**src/core/bja_defs.vh**
```
// Operation
// [RL1] Register sum, optionally plus carry; updates Z C N V H in one cycle.
// [RL2] Word pair plus immediate, written back; updates Z C N V S in two cycles.
// [RL3] Word pair minus immediate, written back; updates Z C N V S in two cycles.
// [RL4] Register minus constant, stored back; updates Z C N V H in one cycle.
// [RL5] Register minus register, optionally minus carry; Z C N V H, one cycle.
// [RL6] Register minus constant and carry; updates Z C N V H in one cycle.
// [RL7] Conjunction with register or constant; only Z N V change; one cycle.
// [RL8] Disjunction with register or constant, exclusive with register; Z N V.
// [RL9] Set bits given by mask via disjunction; only Z N V; one cycle.
// [RL10] Clear masked bits via conjunction with ff minus mask; Z N V; one cycle.
// [RL11] Test register by self conjunction, value unchanged; Z N V; one cycle.
// [RL12] Unsigned, signed, mixed 8x8 products into result pair; Z C; two cycles.
// [RL13] Fractional products shifted left one before writing; Z C; two cycles.
// [RL14] Indirect jump loads program counter from pointer; no flags; two cycles.
// [RL15] Indirect invoke loads program counter from pointer; no flags; three.
// [RL16] Unnamed flags untouched; byte operands wrap modulo 256.
// [RL17] Word operands are a pair, lower register holds low byte.
`ifndef BJA_DEFS_VH
`define BJA_DEFS_VH

// Register byte addresses
`define BJA_ADDR_CTRL   8'h00
`define BJA_ADDR_DST    8'h04
`define BJA_ADDR_SRC    8'h08
`define BJA_ADDR_PTR    8'h0c
`define BJA_ADDR_FLAGS  8'h10
`define BJA_ADDR_RES    8'h14
`define BJA_ADDR_PC     8'h18
`define BJA_ADDR_STAT   8'h1c

// Flag bit positions within the flag register
`define BJA_F_C 0
`define BJA_F_Z 1
`define BJA_F_N 2
`define BJA_F_V 3
`define BJA_F_S 4
`define BJA_F_H 5

// Reset values
`define BJA_RST_BYTE  8'h00
`define BJA_RST_WORD  16'h0000

// Operation codes
`define BJA_OP_REG_SUM         5'h00
`define BJA_OP_REG_SUM_CARRY   5'h01
`define BJA_OP_WORD_PLUS_IMM   5'h02
`define BJA_OP_REG_DIFF        5'h03
`define BJA_OP_CONST_DIFF      5'h04
`define BJA_OP_REG_DIFF_BORROW 5'h05
`define BJA_OP_CONST_DIFF_BOR  5'h06
`define BJA_OP_WORD_MINUS_IMM  5'h07
`define BJA_OP_REG_CONJ        5'h08
`define BJA_OP_CONST_CONJ      5'h09
`define BJA_OP_REG_DISJ        5'h0a
`define BJA_OP_CONST_DISJ      5'h0b
`define BJA_OP_REG_XDISJ       5'h0c
`define BJA_OP_SET_MASKED      5'h0d
`define BJA_OP_CLEAR_MASKED    5'h0e
`define BJA_OP_ZERO_SIGN_CHECK 5'h0f
`define BJA_OP_UNSIGNED_PROD   5'h10
`define BJA_OP_SIGNED_PROD     5'h11
`define BJA_OP_MIXED_PROD      5'h12
`define BJA_OP_FRAC_U_PROD     5'h13
`define BJA_OP_FRAC_S_PROD     5'h14
`define BJA_OP_FRAC_M_PROD     5'h15
`define BJA_OP_IND_JUMP        5'h16
`define BJA_OP_IND_INVOKE      5'h17
`define BJA_OP_LAST            5'h17

// Execution lengths in core clock cycles
`define BJA_CYC_BYTE    2'd1
`define BJA_CYC_WORD    2'd2
`define BJA_CYC_PROD    2'd2
`define BJA_CYC_JUMP    2'd2
`define BJA_CYC_INVOKE  2'd3

// Mask complement base for masked clear
`define BJA_ALL_ONES  8'hff

`endif

```
**src/core/bja_addsub.v**
```verilog
`timescale 1ns/1ps

// Adder/subtractor with carry, half carry and overflow
module bja_addsub #(
	parameter W = 8
) (
	input  wire [W-1:0] a_i,
	input  wire [W-1:0] b_i,
	input  wire         cin_i,
	input  wire         sub_i,
	output wire [W-1:0] r_o,
	output wire         c_o,
	output wire         h_o,
	output wire         v_o
);
	wire [W-1:0] bb;
	wire         cc;
	wire [W:0]   s;
	wire [4:0]   nib;

	// Subtract as a plus inverted b plus inverted borrow
	assign bb  = sub_i ? ~b_i : b_i;
	assign cc  = sub_i ? ~cin_i : cin_i;
	assign s   = {1'b0, a_i} + {1'b0, bb} + {{W{1'b0}}, cc};
	assign nib = {1'b0, a_i[3:0]} + {1'b0, bb[3:0]} + {4'h0, cc};
	assign r_o = s[W-1:0];
	// Carry out becomes borrow when subtracting
	assign c_o = sub_i ? ~s[W] : s[W];
	assign h_o = sub_i ? ~nib[4] : nib[4];
	// Overflow: like-signed inputs give opposite-signed result
	assign v_o = (a_i[W-1] == bb[W-1]) & (s[W-1] != a_i[W-1]);
endmodule

```
**src/core/bja_mul.v**
```verilog
`timescale 1ns/1ps

// 8x8 multiplier, plain or fractional, any sign mix
module bja_mul (
	input  wire [7:0]  a_i,
	input  wire [7:0]  b_i,
	input  wire        a_signed_i,
	input  wire        b_signed_i,
	input  wire        frac_i,
	output wire [15:0] p_o,
	output wire        c_o,
	output wire        z_o
);
	wire signed [8:0]  ax;
	wire signed [8:0]  bx;
	wire signed [17:0] full;
	wire [15:0]        raw;

	// Nine-bit extension lets one signed multiplier cover all forms
	assign ax   = {a_signed_i & a_i[7], a_i};
	assign bx   = {b_signed_i & b_i[7], b_i};
	assign full = ax * bx;
	assign raw  = full[15:0];
	// Carry is the top product bit before any shift
	assign c_o  = raw[15];
	assign p_o  = frac_i ? {raw[14:0], 1'b0} : raw;
	assign z_o  = (p_o == 16'h0000);
endmodule

```
**src/core/bja_core.v**
```verilog
// The address map and the APB slave port were decided locally.
`timescale 1ns/1ps
`include "bja_defs.vh"

// Byte ALU and indirect jump unit behind an APB slave
module bja_core (
	input  wire        clk_i,
	input  wire        rst_b_i,
	input  wire        psel_i,
	input  wire        penable_i,
	input  wire        pwrite_i,
	input  wire [7:0]  paddr_i,
	input  wire [31:0] pwdata_i,
	input  wire [3:0]  pstrb_i,
	output wire        pready_o,
	output reg  [31:0] prdata_o,
	output reg         pslverr_o,
	output wire        busy_o,
	output wire [7:0]  flags_o,
	output wire [15:0] pc_o
);
	// Sequencer states
	localparam ST_IDLE = 1'b0;
	localparam ST_EXEC = 1'b1;

	reg        state;
	reg [1:0]  cnt;
	reg [4:0]  op;
	reg [15:0] dst;
	reg [7:0]  src;
	reg [15:0] ptr;
	reg [7:0]  flags;
	reg [15:0] res;
	reg [15:0] pc;

	reg [7:0]  next_flags;
	reg [15:0] next_res;
	reg        next_dst_wr;
	reg        next_word;
	reg        next_pc_wr;
	reg [1:0]  next_cyc;
	reg [31:0] next_rdata;
	reg        next_mapped;

	wire       setup;
	wire       wr_take;
	wire       op_ok;
	wire [31:0] merged;
	wire [31:0] merged_dst;

	wire [7:0]  b_r;
	wire        b_c;
	wire        b_h;
	wire        b_v;
	wire        b_sub;
	wire        b_cin;
	wire [15:0] w_r;
	wire        w_c;
	wire        w_v;
	wire        w_sub;
	wire [15:0] m_p;
	wire        m_c;
	wire        m_z;
	wire        m_as;
	wire        m_bs;
	wire        m_fr;
	wire [7:0]  lg_r;

	// Byte lane merge for a write into a narrow register
	function [31:0] lane_merge;
		input [31:0] old;
		input [31:0] wd;
		input [3:0]  st;
		integer      i;
		begin
			lane_merge = old;
			for (i = 0; i < 4; i = i + 1) begin
				if (st[i])
					lane_merge[i*8 +: 8] = wd[i*8 +: 8];
			end
		end
	endfunction

	// Writes stall while an operation runs; reads never wait
	// Reads answer at once so that a poll of busy can never deadlock
	assign pready_o = ~(state == ST_EXEC && pwrite_i);
	assign setup    = psel_i & ~penable_i;
	assign wr_take  = psel_i & penable_i & pwrite_i & pready_o;
	assign busy_o   = (state == ST_EXEC);
	assign flags_o  = flags;
	assign pc_o     = pc;
	// Opcodes past the last one are refused and never start
	assign op_ok    = (pwdata_i[4:0] <= `BJA_OP_LAST);

	// Subtract forms of the byte path
	assign b_sub = (op == `BJA_OP_REG_DIFF) |
	               (op == `BJA_OP_CONST_DIFF) |
	               (op == `BJA_OP_REG_DIFF_BORROW) |
	               (op == `BJA_OP_CONST_DIFF_BOR);
	// Only the carry and borrow forms take the flag in
	assign b_cin = flags[`BJA_F_C] &
	               ((op == `BJA_OP_REG_SUM_CARRY) |
	                (op == `BJA_OP_REG_DIFF_BORROW) |
	                (op == `BJA_OP_CONST_DIFF_BOR));

	// Byte add and subtract, modulo 256
	bja_addsub #(
		.W(8)
	) u_byte (
		.a_i   (dst[7:0]),
		.b_i   (src),
		.cin_i (b_cin),
		.sub_i (b_sub),
		.r_o   (b_r),
		.c_o   (b_c),
		.h_o   (b_h),
		.v_o   (b_v)
	);

	// Word pair arithmetic, low byte in the lower register
	assign w_sub = (op == `BJA_OP_WORD_MINUS_IMM);
	bja_addsub #(
		.W(16)
	) u_word (
		.a_i   (dst),
		.b_i   ({8'h00, src}),
		.cin_i (1'b0),
		.sub_i (w_sub),
		.r_o   (w_r),
		.c_o   (w_c),
		.h_o   (),
		.v_o   (w_v)
	);

	// Multiplier sign controls; mixed form has a signed first operand
	assign m_as = (op == `BJA_OP_SIGNED_PROD) |
	              (op == `BJA_OP_MIXED_PROD) |
	              (op == `BJA_OP_FRAC_S_PROD) |
	              (op == `BJA_OP_FRAC_M_PROD);
	assign m_bs = (op == `BJA_OP_SIGNED_PROD) |
	              (op == `BJA_OP_FRAC_S_PROD);
	assign m_fr = (op == `BJA_OP_FRAC_U_PROD) |
	              (op == `BJA_OP_FRAC_S_PROD) |
	              (op == `BJA_OP_FRAC_M_PROD);

	bja_mul u_mul (
		.a_i        (dst[7:0]),
		.b_i        (src),
		.a_signed_i (m_as),
		.b_signed_i (m_bs),
		.frac_i     (m_fr),
		.p_o        (m_p),
		.c_o        (m_c),
		.z_o        (m_z)
	);

	// Logic unit for the bitwise forms
	assign lg_r =
		(op == `BJA_OP_REG_CONJ || op == `BJA_OP_CONST_CONJ) ?
			dst[7:0] & src :                              // RL7
		(op == `BJA_OP_REG_DISJ || op == `BJA_OP_CONST_DISJ) ?
			dst[7:0] | src :                              // RL8
		(op == `BJA_OP_REG_XDISJ) ?
			dst[7:0] ^ src :                              // RL8
		(op == `BJA_OP_SET_MASKED) ?
			dst[7:0] | src :                              // RL9
		(op == `BJA_OP_CLEAR_MASKED) ?
			dst[7:0] & (`BJA_ALL_ONES - src) :            // RL10
			dst[7:0] & dst[7:0];                          // RL11

	// Result, flags and cycle count of the pending operation
	always @* begin
		next_flags  = flags;
		next_res    = res;
		next_dst_wr = 1'b0;
		next_word   = 1'b0;
		next_pc_wr  = 1'b0;
		next_cyc    = `BJA_CYC_BYTE;
		case (op)
		`BJA_OP_REG_SUM, `BJA_OP_REG_SUM_CARRY,
		`BJA_OP_REG_DIFF, `BJA_OP_CONST_DIFF,
		`BJA_OP_REG_DIFF_BORROW, `BJA_OP_CONST_DIFF_BOR: begin
			// S and the two top flag bits are left alone
			next_res            = {8'h00, b_r};  // RL16
			next_dst_wr         = 1'b1;          // RL1
			next_flags[`BJA_F_Z] = (b_r == 8'h00); // RL4
			next_flags[`BJA_F_C] = b_c;          // RL5
			next_flags[`BJA_F_N] = b_r[7];       // RL6
			next_flags[`BJA_F_V] = b_v;
			next_flags[`BJA_F_H] = b_h;
		end
		`BJA_OP_WORD_PLUS_IMM, `BJA_OP_WORD_MINUS_IMM: begin
			// H is not defined for the pair forms
			next_res             = w_r;            // RL17
			next_dst_wr          = 1'b1;
			next_word            = 1'b1;
			next_cyc             = `BJA_CYC_WORD;  // RL2
			next_flags[`BJA_F_Z] = (w_r == 16'h0000); // RL3
			next_flags[`BJA_F_C] = w_c;
			next_flags[`BJA_F_N] = w_r[15];
			next_flags[`BJA_F_V] = w_v;
			next_flags[`BJA_F_S] = w_r[15] ^ w_v;
		end
		`BJA_OP_REG_CONJ, `BJA_OP_CONST_CONJ,
		`BJA_OP_REG_DISJ, `BJA_OP_CONST_DISJ,
		`BJA_OP_REG_XDISJ, `BJA_OP_SET_MASKED,
		`BJA_OP_CLEAR_MASKED, `BJA_OP_ZERO_SIGN_CHECK: begin
			// Logic forms clear V and never touch C or H
			next_res             = {8'h00, lg_r};
			next_dst_wr          = 1'b1;           // RL11
			next_flags[`BJA_F_Z] = (lg_r == 8'h00); // RL7
			next_flags[`BJA_F_N] = lg_r[7];        // RL8
			next_flags[`BJA_F_V] = 1'b0;           // RL16
		end
		`BJA_OP_UNSIGNED_PROD, `BJA_OP_SIGNED_PROD,
		`BJA_OP_MIXED_PROD, `BJA_OP_FRAC_U_PROD,
		`BJA_OP_FRAC_S_PROD, `BJA_OP_FRAC_M_PROD: begin
			// Product goes to the result pair, high byte on top
			next_res             = m_p;            // RL12
			next_cyc             = `BJA_CYC_PROD;  // RL13
			next_flags[`BJA_F_Z] = m_z;
			next_flags[`BJA_F_C] = m_c;
		end
		`BJA_OP_IND_JUMP: begin
			next_pc_wr = 1'b1;                     // RL14
			next_cyc   = `BJA_CYC_JUMP;
		end
		`BJA_OP_IND_INVOKE: begin
			next_pc_wr = 1'b1;                     // RL15
			next_cyc   = `BJA_CYC_INVOKE;
		end
		default: begin
			next_cyc = `BJA_CYC_BYTE;
		end
		endcase
	end

	// Sequencer: count up the cycles, commit on the last
	always @(posedge clk_i or negedge rst_b_i) begin
		if (!rst_b_i) begin
			state <= ST_IDLE;
			cnt   <= 2'd0;
			op    <= 5'h00;
			res   <= `BJA_RST_WORD;
			pc    <= `BJA_RST_WORD;
		end else begin
			case (state)
			ST_IDLE: begin
				if (wr_take && paddr_i == `BJA_ADDR_CTRL &&
				    pstrb_i[0] && op_ok) begin
					op    <= pwdata_i[4:0];
					state <= ST_EXEC;
				end
				cnt <= 2'd0;
			end
			ST_EXEC: begin
				// Fixed cost: cnt reaches cycles minus one
				if (cnt == next_cyc - 2'd1) begin
					state <= ST_IDLE;
					res   <= next_res;
					if (next_pc_wr)
						pc <= ptr;                 // RL14
				end else begin
					cnt <= cnt + 2'd1;
				end
			end
			default: begin
				state <= ST_IDLE;
			end
			endcase
		end
	end

	// Operand and flag registers; the commit owns them while busy
	always @(posedge clk_i or negedge rst_b_i) begin
		if (!rst_b_i) begin
			dst   <= `BJA_RST_WORD;
			src   <= `BJA_RST_BYTE;
			ptr   <= `BJA_RST_WORD;
			flags <= `BJA_RST_BYTE;
		end else if (state == ST_EXEC) begin
			if (cnt == next_cyc - 2'd1) begin
				flags <= next_flags;               // RL16
				if (next_dst_wr && next_word)
					dst <= next_res;               // RL17
				else if (next_dst_wr)
					dst <= {dst[15:8], next_res[7:0]};
			end
		end else if (wr_take) begin
			case (paddr_i)
			`BJA_ADDR_DST:
				dst <= merged_dst[15:0];
			`BJA_ADDR_SRC:
				src <= pstrb_i[0] ? pwdata_i[7:0] : src;
			`BJA_ADDR_PTR:
				ptr <= merged[15:0];
			`BJA_ADDR_FLAGS:
				flags <= pstrb_i[0] ? pwdata_i[7:0] : flags;
			default: begin
				src <= src;
			end
			endcase
		end
	end

	// Pair merges kept apart; only the low half of each word is stored,
	// so strobes for the two upper lanes have no effect on a pair
	assign merged     = lane_merge({16'h0000, ptr}, pwdata_i, pstrb_i);
	assign merged_dst = lane_merge({16'h0000, dst}, pwdata_i, pstrb_i);

	// Read mux and decode, sampled in the setup cycle
	always @* begin
		next_rdata  = 32'h0000_0000;
		next_mapped = 1'b1;
		case (paddr_i)
		`BJA_ADDR_CTRL:  next_rdata = {26'h0, busy_o, op};
		`BJA_ADDR_DST:   next_rdata = {16'h0000, dst};
		`BJA_ADDR_SRC:   next_rdata = {24'h000000, src};
		`BJA_ADDR_PTR:   next_rdata = {16'h0000, ptr};
		`BJA_ADDR_FLAGS: next_rdata = {24'h000000, flags};
		`BJA_ADDR_RES:   next_rdata = {16'h0000, res};
		`BJA_ADDR_PC:    next_rdata = {16'h0000, pc};
		`BJA_ADDR_STAT:  next_rdata = {29'h0, cnt, busy_o};
		default:         next_mapped = 1'b0;
		endcase
	end

	// Read data and error flop; unmapped or bad opcode reports error
	always @(posedge clk_i or negedge rst_b_i) begin
		if (!rst_b_i) begin
			prdata_o  <= 32'h0000_0000;
			pslverr_o <= 1'b0;
		end else if (setup) begin
			prdata_o  <= pwrite_i ? 32'h0000_0000 : next_rdata;
			pslverr_o <= ~next_mapped |
			             (pwrite_i && paddr_i == `BJA_ADDR_CTRL &&
			              !op_ok);
		end
	end
endmodule

```
**config.mk**
```make
export PLATFORM = sky130hd
export DESIGN_NAME = bja_core
export DESIGN_NICKNAME = d
export VERILOG_FILES = /design/src/core/bja_addsub.v /design/src/core/bja_mul.v /design/src/core/bja_core.v
export VERILOG_INCLUDE_DIRS = /design/src /design/src/core
export SDC_FILE = /design/constraint.sdc
export NUM_CORES = 1
export LEC_CHECK = 0
export BUFFER_PORTS_ARGS = -buffer_cell sky130_fd_sc_hd__buf_4
export CAP_MARGIN = 0
export CELL_PAD_IN_SITES_DETAIL_PLACEMENT = 0
export CELL_PAD_IN_SITES_GLOBAL_PLACEMENT = 1
export CORE_MARGIN = 2
export CORE_UTILIZATION = 47
export DETAILED_ROUTE_END_ITERATION = 12
export PLACE_DENSITY = 0.94
export SLEW_MARGIN = 0
export SYNTH_ARGS = -nofsm -noshare
export SYNTH_HDL_FRONTEND = slang
export SYNTH_SLANG_ARGS = --single-unit
```
**constraint.sdc**
```tcl
create_clock -name clk_i -period 8.18 [get_ports clk_i]
set_clock_uncertainty 0.1 [all_clocks]
set_input_delay 0.818 -clock clk_i [delete_from_list [all_inputs] [get_ports clk_i]]
set_output_delay 0.818 -clock clk_i [all_outputs]
set_load 0.03 [all_outputs]
```
==> impl_metrics.py <==
metrics = {
    "routing": {
        "antenna_violating_nets_left": 0,
        "wl_um": 33900,
        "wire_per_inst_um": 21.6,
        "viasPerCell": 6.22,
        "drtPass1Iterations": 5,
        "remaining_drc_errors": 0,
        "initialDrtViolationCount": 1114,
        "vias": 9752,
    },
    "layout": {
        "layout.core_utilization_pct": 52.5,
        "final_cell_count_no_fill": 1568,
        "syn2layout_area_growth_pct": 9.75,
        "nNetsFinal": 1464,
        "num_antenna_cells": 0,
        "postLayoutCellArea_mm2": 0.0118,
        "drive_gt1_share_pct": 14.7,
    },
    "clocking": {
        "htree_levels": 3,
        "cts_resized": 0,
        "cts.reportedPaths.clkPinSlew_ps": 80,
        "cts_sinks": 105,
        "max-clock-path-buffers": 2,
        "cts_root_buffer": "clkbuf_16",
        "cts.hold.buffers_added": 0,
        "tritoncts.num_buffers": 9,
        "postCtsSetupRepairBufs": 0,
        "cts_tree": "done",
        "clk-insertion-delay-late_ps": 360,
    },
    "worst_setup_path": {
        "critical_path.max_fanout": 13,
        "crit_buf_inv": 3,
        "critical-path-top-cell-by-count": "fa_1",
        "setup.worst_path.end_class": "flip-flop",
        "cp.arrival_ps": 7270,
        "critPathTopFamily": "adder cells",
        "path_cells": "or3b_4 -> a211oi_4 -> nand2_1 -> fa_1 -> fa_1 -> inv_1 -> fa_1 -> fa_1 -> inv_1 -> fa_1 -> inv_1 -> ha_1 -> nand3_1 -> o211ai_1 -> o311ai_0 -> mux2i_1 -> a211oi_1 -> o2111ai_1 -> or4_1 -> nand3_1",
        "critical-path-slowest-cell": "dfrtp_1",
        "cp.required_ps": 8380,
        "timing_worst_setup_path_type": "reg -> reg",
        "critical-path-max-stage-delay_ps": 590,
        "timing.critical_path.from_type": "flip-flop",
    },
    "placed_design": {
        "dp_worst_setup_slack_ps": 1130,
        "detailed_place_hpwl_um": 26000,
        "port_buffers": 73,
        "cell_area_after_placement_mm2": 0.0115,
        "gp_congestion": 0.964,
        "dp.cells": 1552,
    },
    "pwr": {
        "net-switching-power_mw": 0.296,
        "totalPowerFinal_mw": 1.07,
        "power.switching_fraction_pct": 27.7,
        "power_density_mw_per_mm2": 90.0,
        "static-leakage-power_nw": 5.55,
        "seq_power_share_pct": 49.5,
        "intPower_mw": 0.771,
        "max-vdd-ir-drop_mv": 0.0954,
        "clockPowerShare_pct": 40.7,
        "combinational_share_of_power_pct": 9.8,
    },
    "yosys": {
        "post_synthesis_cell_area_mm2": 0.0108,
        "ys.flop_type": "dfrtp_1",
        "number_of_flops_mapped_to_enable_cells_by_yosys": 0,
        "synth-seq-area-share_pct": 24.3,
        "synth-seq-cells": 105,
        "synth.lib_cells_used.distinct": 86,
        "avgSynthCellArea_um2": 8.73,
        "postSynthCellCount": 1237,
        "asyncSetResetFlopFracSynth_pct": 100,
        "ys_warn_count": 0,
    },
    "run_status": {
        "outcome": "completed",
    },
    "timing": {
        "tns_ps": 0,
        "finalWorstSetupSlack_ps": 1110,
        "finalHoldViolations": 0,
        "fmaxAchievable_ghz": 0.141,
        "post-route-period-util_pct": 86.5,
        "finalWorstPathRequiredPeriod_ps": 7070,
        "final-setup-viol-count": 0,
        "rsz0062_at_grt": "no",
        "final.hold.worst_slack_ps": 288,
        "timing.max_slew.rel_slack_pct": 34.4,
        "worst_slew_pin_slew_ps": 981,
        "final_max_slew_viol_count": 0,
    },
    "flow_run": {
        "max-cap-violations": 0,
    },
    "global_route": {
        "busiest_layer": "met2",
        "grt_pass1_wl_um": 53400,
        "grt.total_usage_pct": 28.5,
        "global_route.usage.met3_pct": 7.06,
        "globalRouteMet2Util_pct": 44.5,
        "grt_antenna_before_repair": 0,
        "grt_pass1_vias": 9419,
        "pin_count_of_the_biggest_net_entering_global_routing": 76,
        "met1_usage_pct": 40.0,
        "globalRouteOverflowTotal": 0,
    },
    "min_path": {
        "worst_hold_path_type": "in -> async",
    },
    "floorplanning": {
        "fp.dieW_um": 156,
        "die_height_um": 156,
        "fp-row-count": 55,
        "die_area_mm2": 0.0242,
        "initial_core_util_pct": 47.8,
        "num_io_pins": 108,
        "floorplan.core_area_mm2": 0.0226,
    },
}
-- cells in the mapped netlist (8+ instances only) --
master | instances | share of area, %
nand2_1 | 128 | 4.5
dfrtp_1 | 105 | 24
nor2_1 | 101 | 3.5
inv_1 | 99 | 3.4
a21oi_1 | 77 | 3.6
ha_1 | 71 | 8.2
fa_1 | 66 | 12
o21ai_0 | 58 | 2.7
mux2_2 | 53 | 5.5
clkbuf_1 | 46 | 1.6
xnor2_1 | 36 | 2.9
a21o_1 | 22 | 1.5
nand3_1 | 21 | 0.97
nor3_1 | 18 | 0.83
o22ai_1 | 18 | 1.0
buf_4 | 17 | 1.2
a22o_1 | 16 | 1.3
nand2b_1 | 15 | 0.87
xor2_1 | 15 | 1.2
a22oi_1 | 12 | 0.83
a31oi_1 | 12 | 0.70
a211oi_1 | 11 | 0.76
mux2i_1 | 11 | 1.0
a222oi_1 | 10 | 0.93
o211ai_1 | 10 | 0.70
buf_2 | 8 | 0.37
nor4_1 | 8 | 0.46
o21a_1 | 8 | 0.56
or3_1 | 8 | 0.46
-- power by group through the flow --
stage          combinational (mW)  sequential (mW)  clock [mW]
2_1_floorplan              0.0618            0.538           0
3_3_place_gp                0.102            0.538           0
3_5_place_dp                0.103            0.538           0
4_1_cts                     0.104            0.528       0.440
5_1_grt                     0.114            0.528       0.467
6_report                    0.105            0.528       0.434
-- registers in the layout, indices dropped and copies added (netlist names), 2 cells and up --
| signal | flops |
|---|---|
| prdata_o | 16 |
| op | 5 |
| flags_o | 8 |
| ptr | 16 |
| cnt | 2 |
| pc_o | 16 |
| src | 8 |
| res | 16 |
| dst | 16 |
-- logic make-up after synthesis --
kind of cell | share of synthesized area, %
and+or+nand+nor | 15.7
other | 0.0347
AOI/OAI and AO/OA | 20.8
muxes | 7.17
xor gates and xnor gates | 4.35
DFF | 24.3
buffers and inverters | 7.19
adders and majority gates | 20.5
-- cell usage in the layout (no fill, tap or decap), drive strengths merged, types with 9 or more instances in the layout --
cell    count
a222oi     10
inv       105
o211ai     10
o22ai      18
a211oi     12
o21ai      64
conb       16
a22oi      12
mux2i      11
nand2     128
mux2       53
a22o       16
xor2       15
dfrtp     105
clkbuf      9
ha         71
buf        93
a21oi      78
a21o       22
clkinv      9
fa         66
nor3       18
xnor2      36
nand3      21
a31oi      12
nand2b     15
nor2      101
-- routing by layer --
metal / routed length [um] / vias to the layer above
met3: 3240 / 62
met2: 15600 / 445
met1: 14300 / 4795
met4: 757 / 0
li1: - / 4450
met5: 0 / -
-- worst reg2reg max path: cells and delay by family, from the launching register on --
kind / cells / cell delay, ps
fa+ha+maj: 6 / 2880
mux: 1 / 180
compound gates: 5 / 1710
simple gates: 5 / 1380
flops: 1 / 590
buf+inv: 3 / 180
-- worst paths after layout --
path	start	endpoint	slack (ps)	cells after the start
worst min register to register	prdata_o[8]$_DFFE_PN0P_	prdata_o[8]$_DFFE_PN0P_	410	1
min in group clk_i	prdata_o[8]$_DFFE_PN0P_	prdata_o[8]$_DFFE_PN0P_	410	1
max in group asynchronous	rst_b_i	flags_o[5]$_DFFE_PN0P_	6390	2
worst min-delay path	rst_b_i	prdata_o[1]$_DFFE_PN0P_	290	1
worst max register to register	op[1]$_DFFE_PN0P_	flags_o[1]$_DFFE_PN0P_	1110	20
worst max-delay path	op[1]$_DFFE_PN0P_	flags_o[1]$_DFFE_PN0P_	1110	20
-- layout make-up --
class                      instances  area (um2)
multi-input combinational        960        7460
tap                              285         357
inverter                         109         409
timing repair buffer              93         698
fill                            2129       10700
clock inverter                     7        76.3
sequential                       105        2630
clock buffer                       9         225
Power figures use the tool's default switching activity.
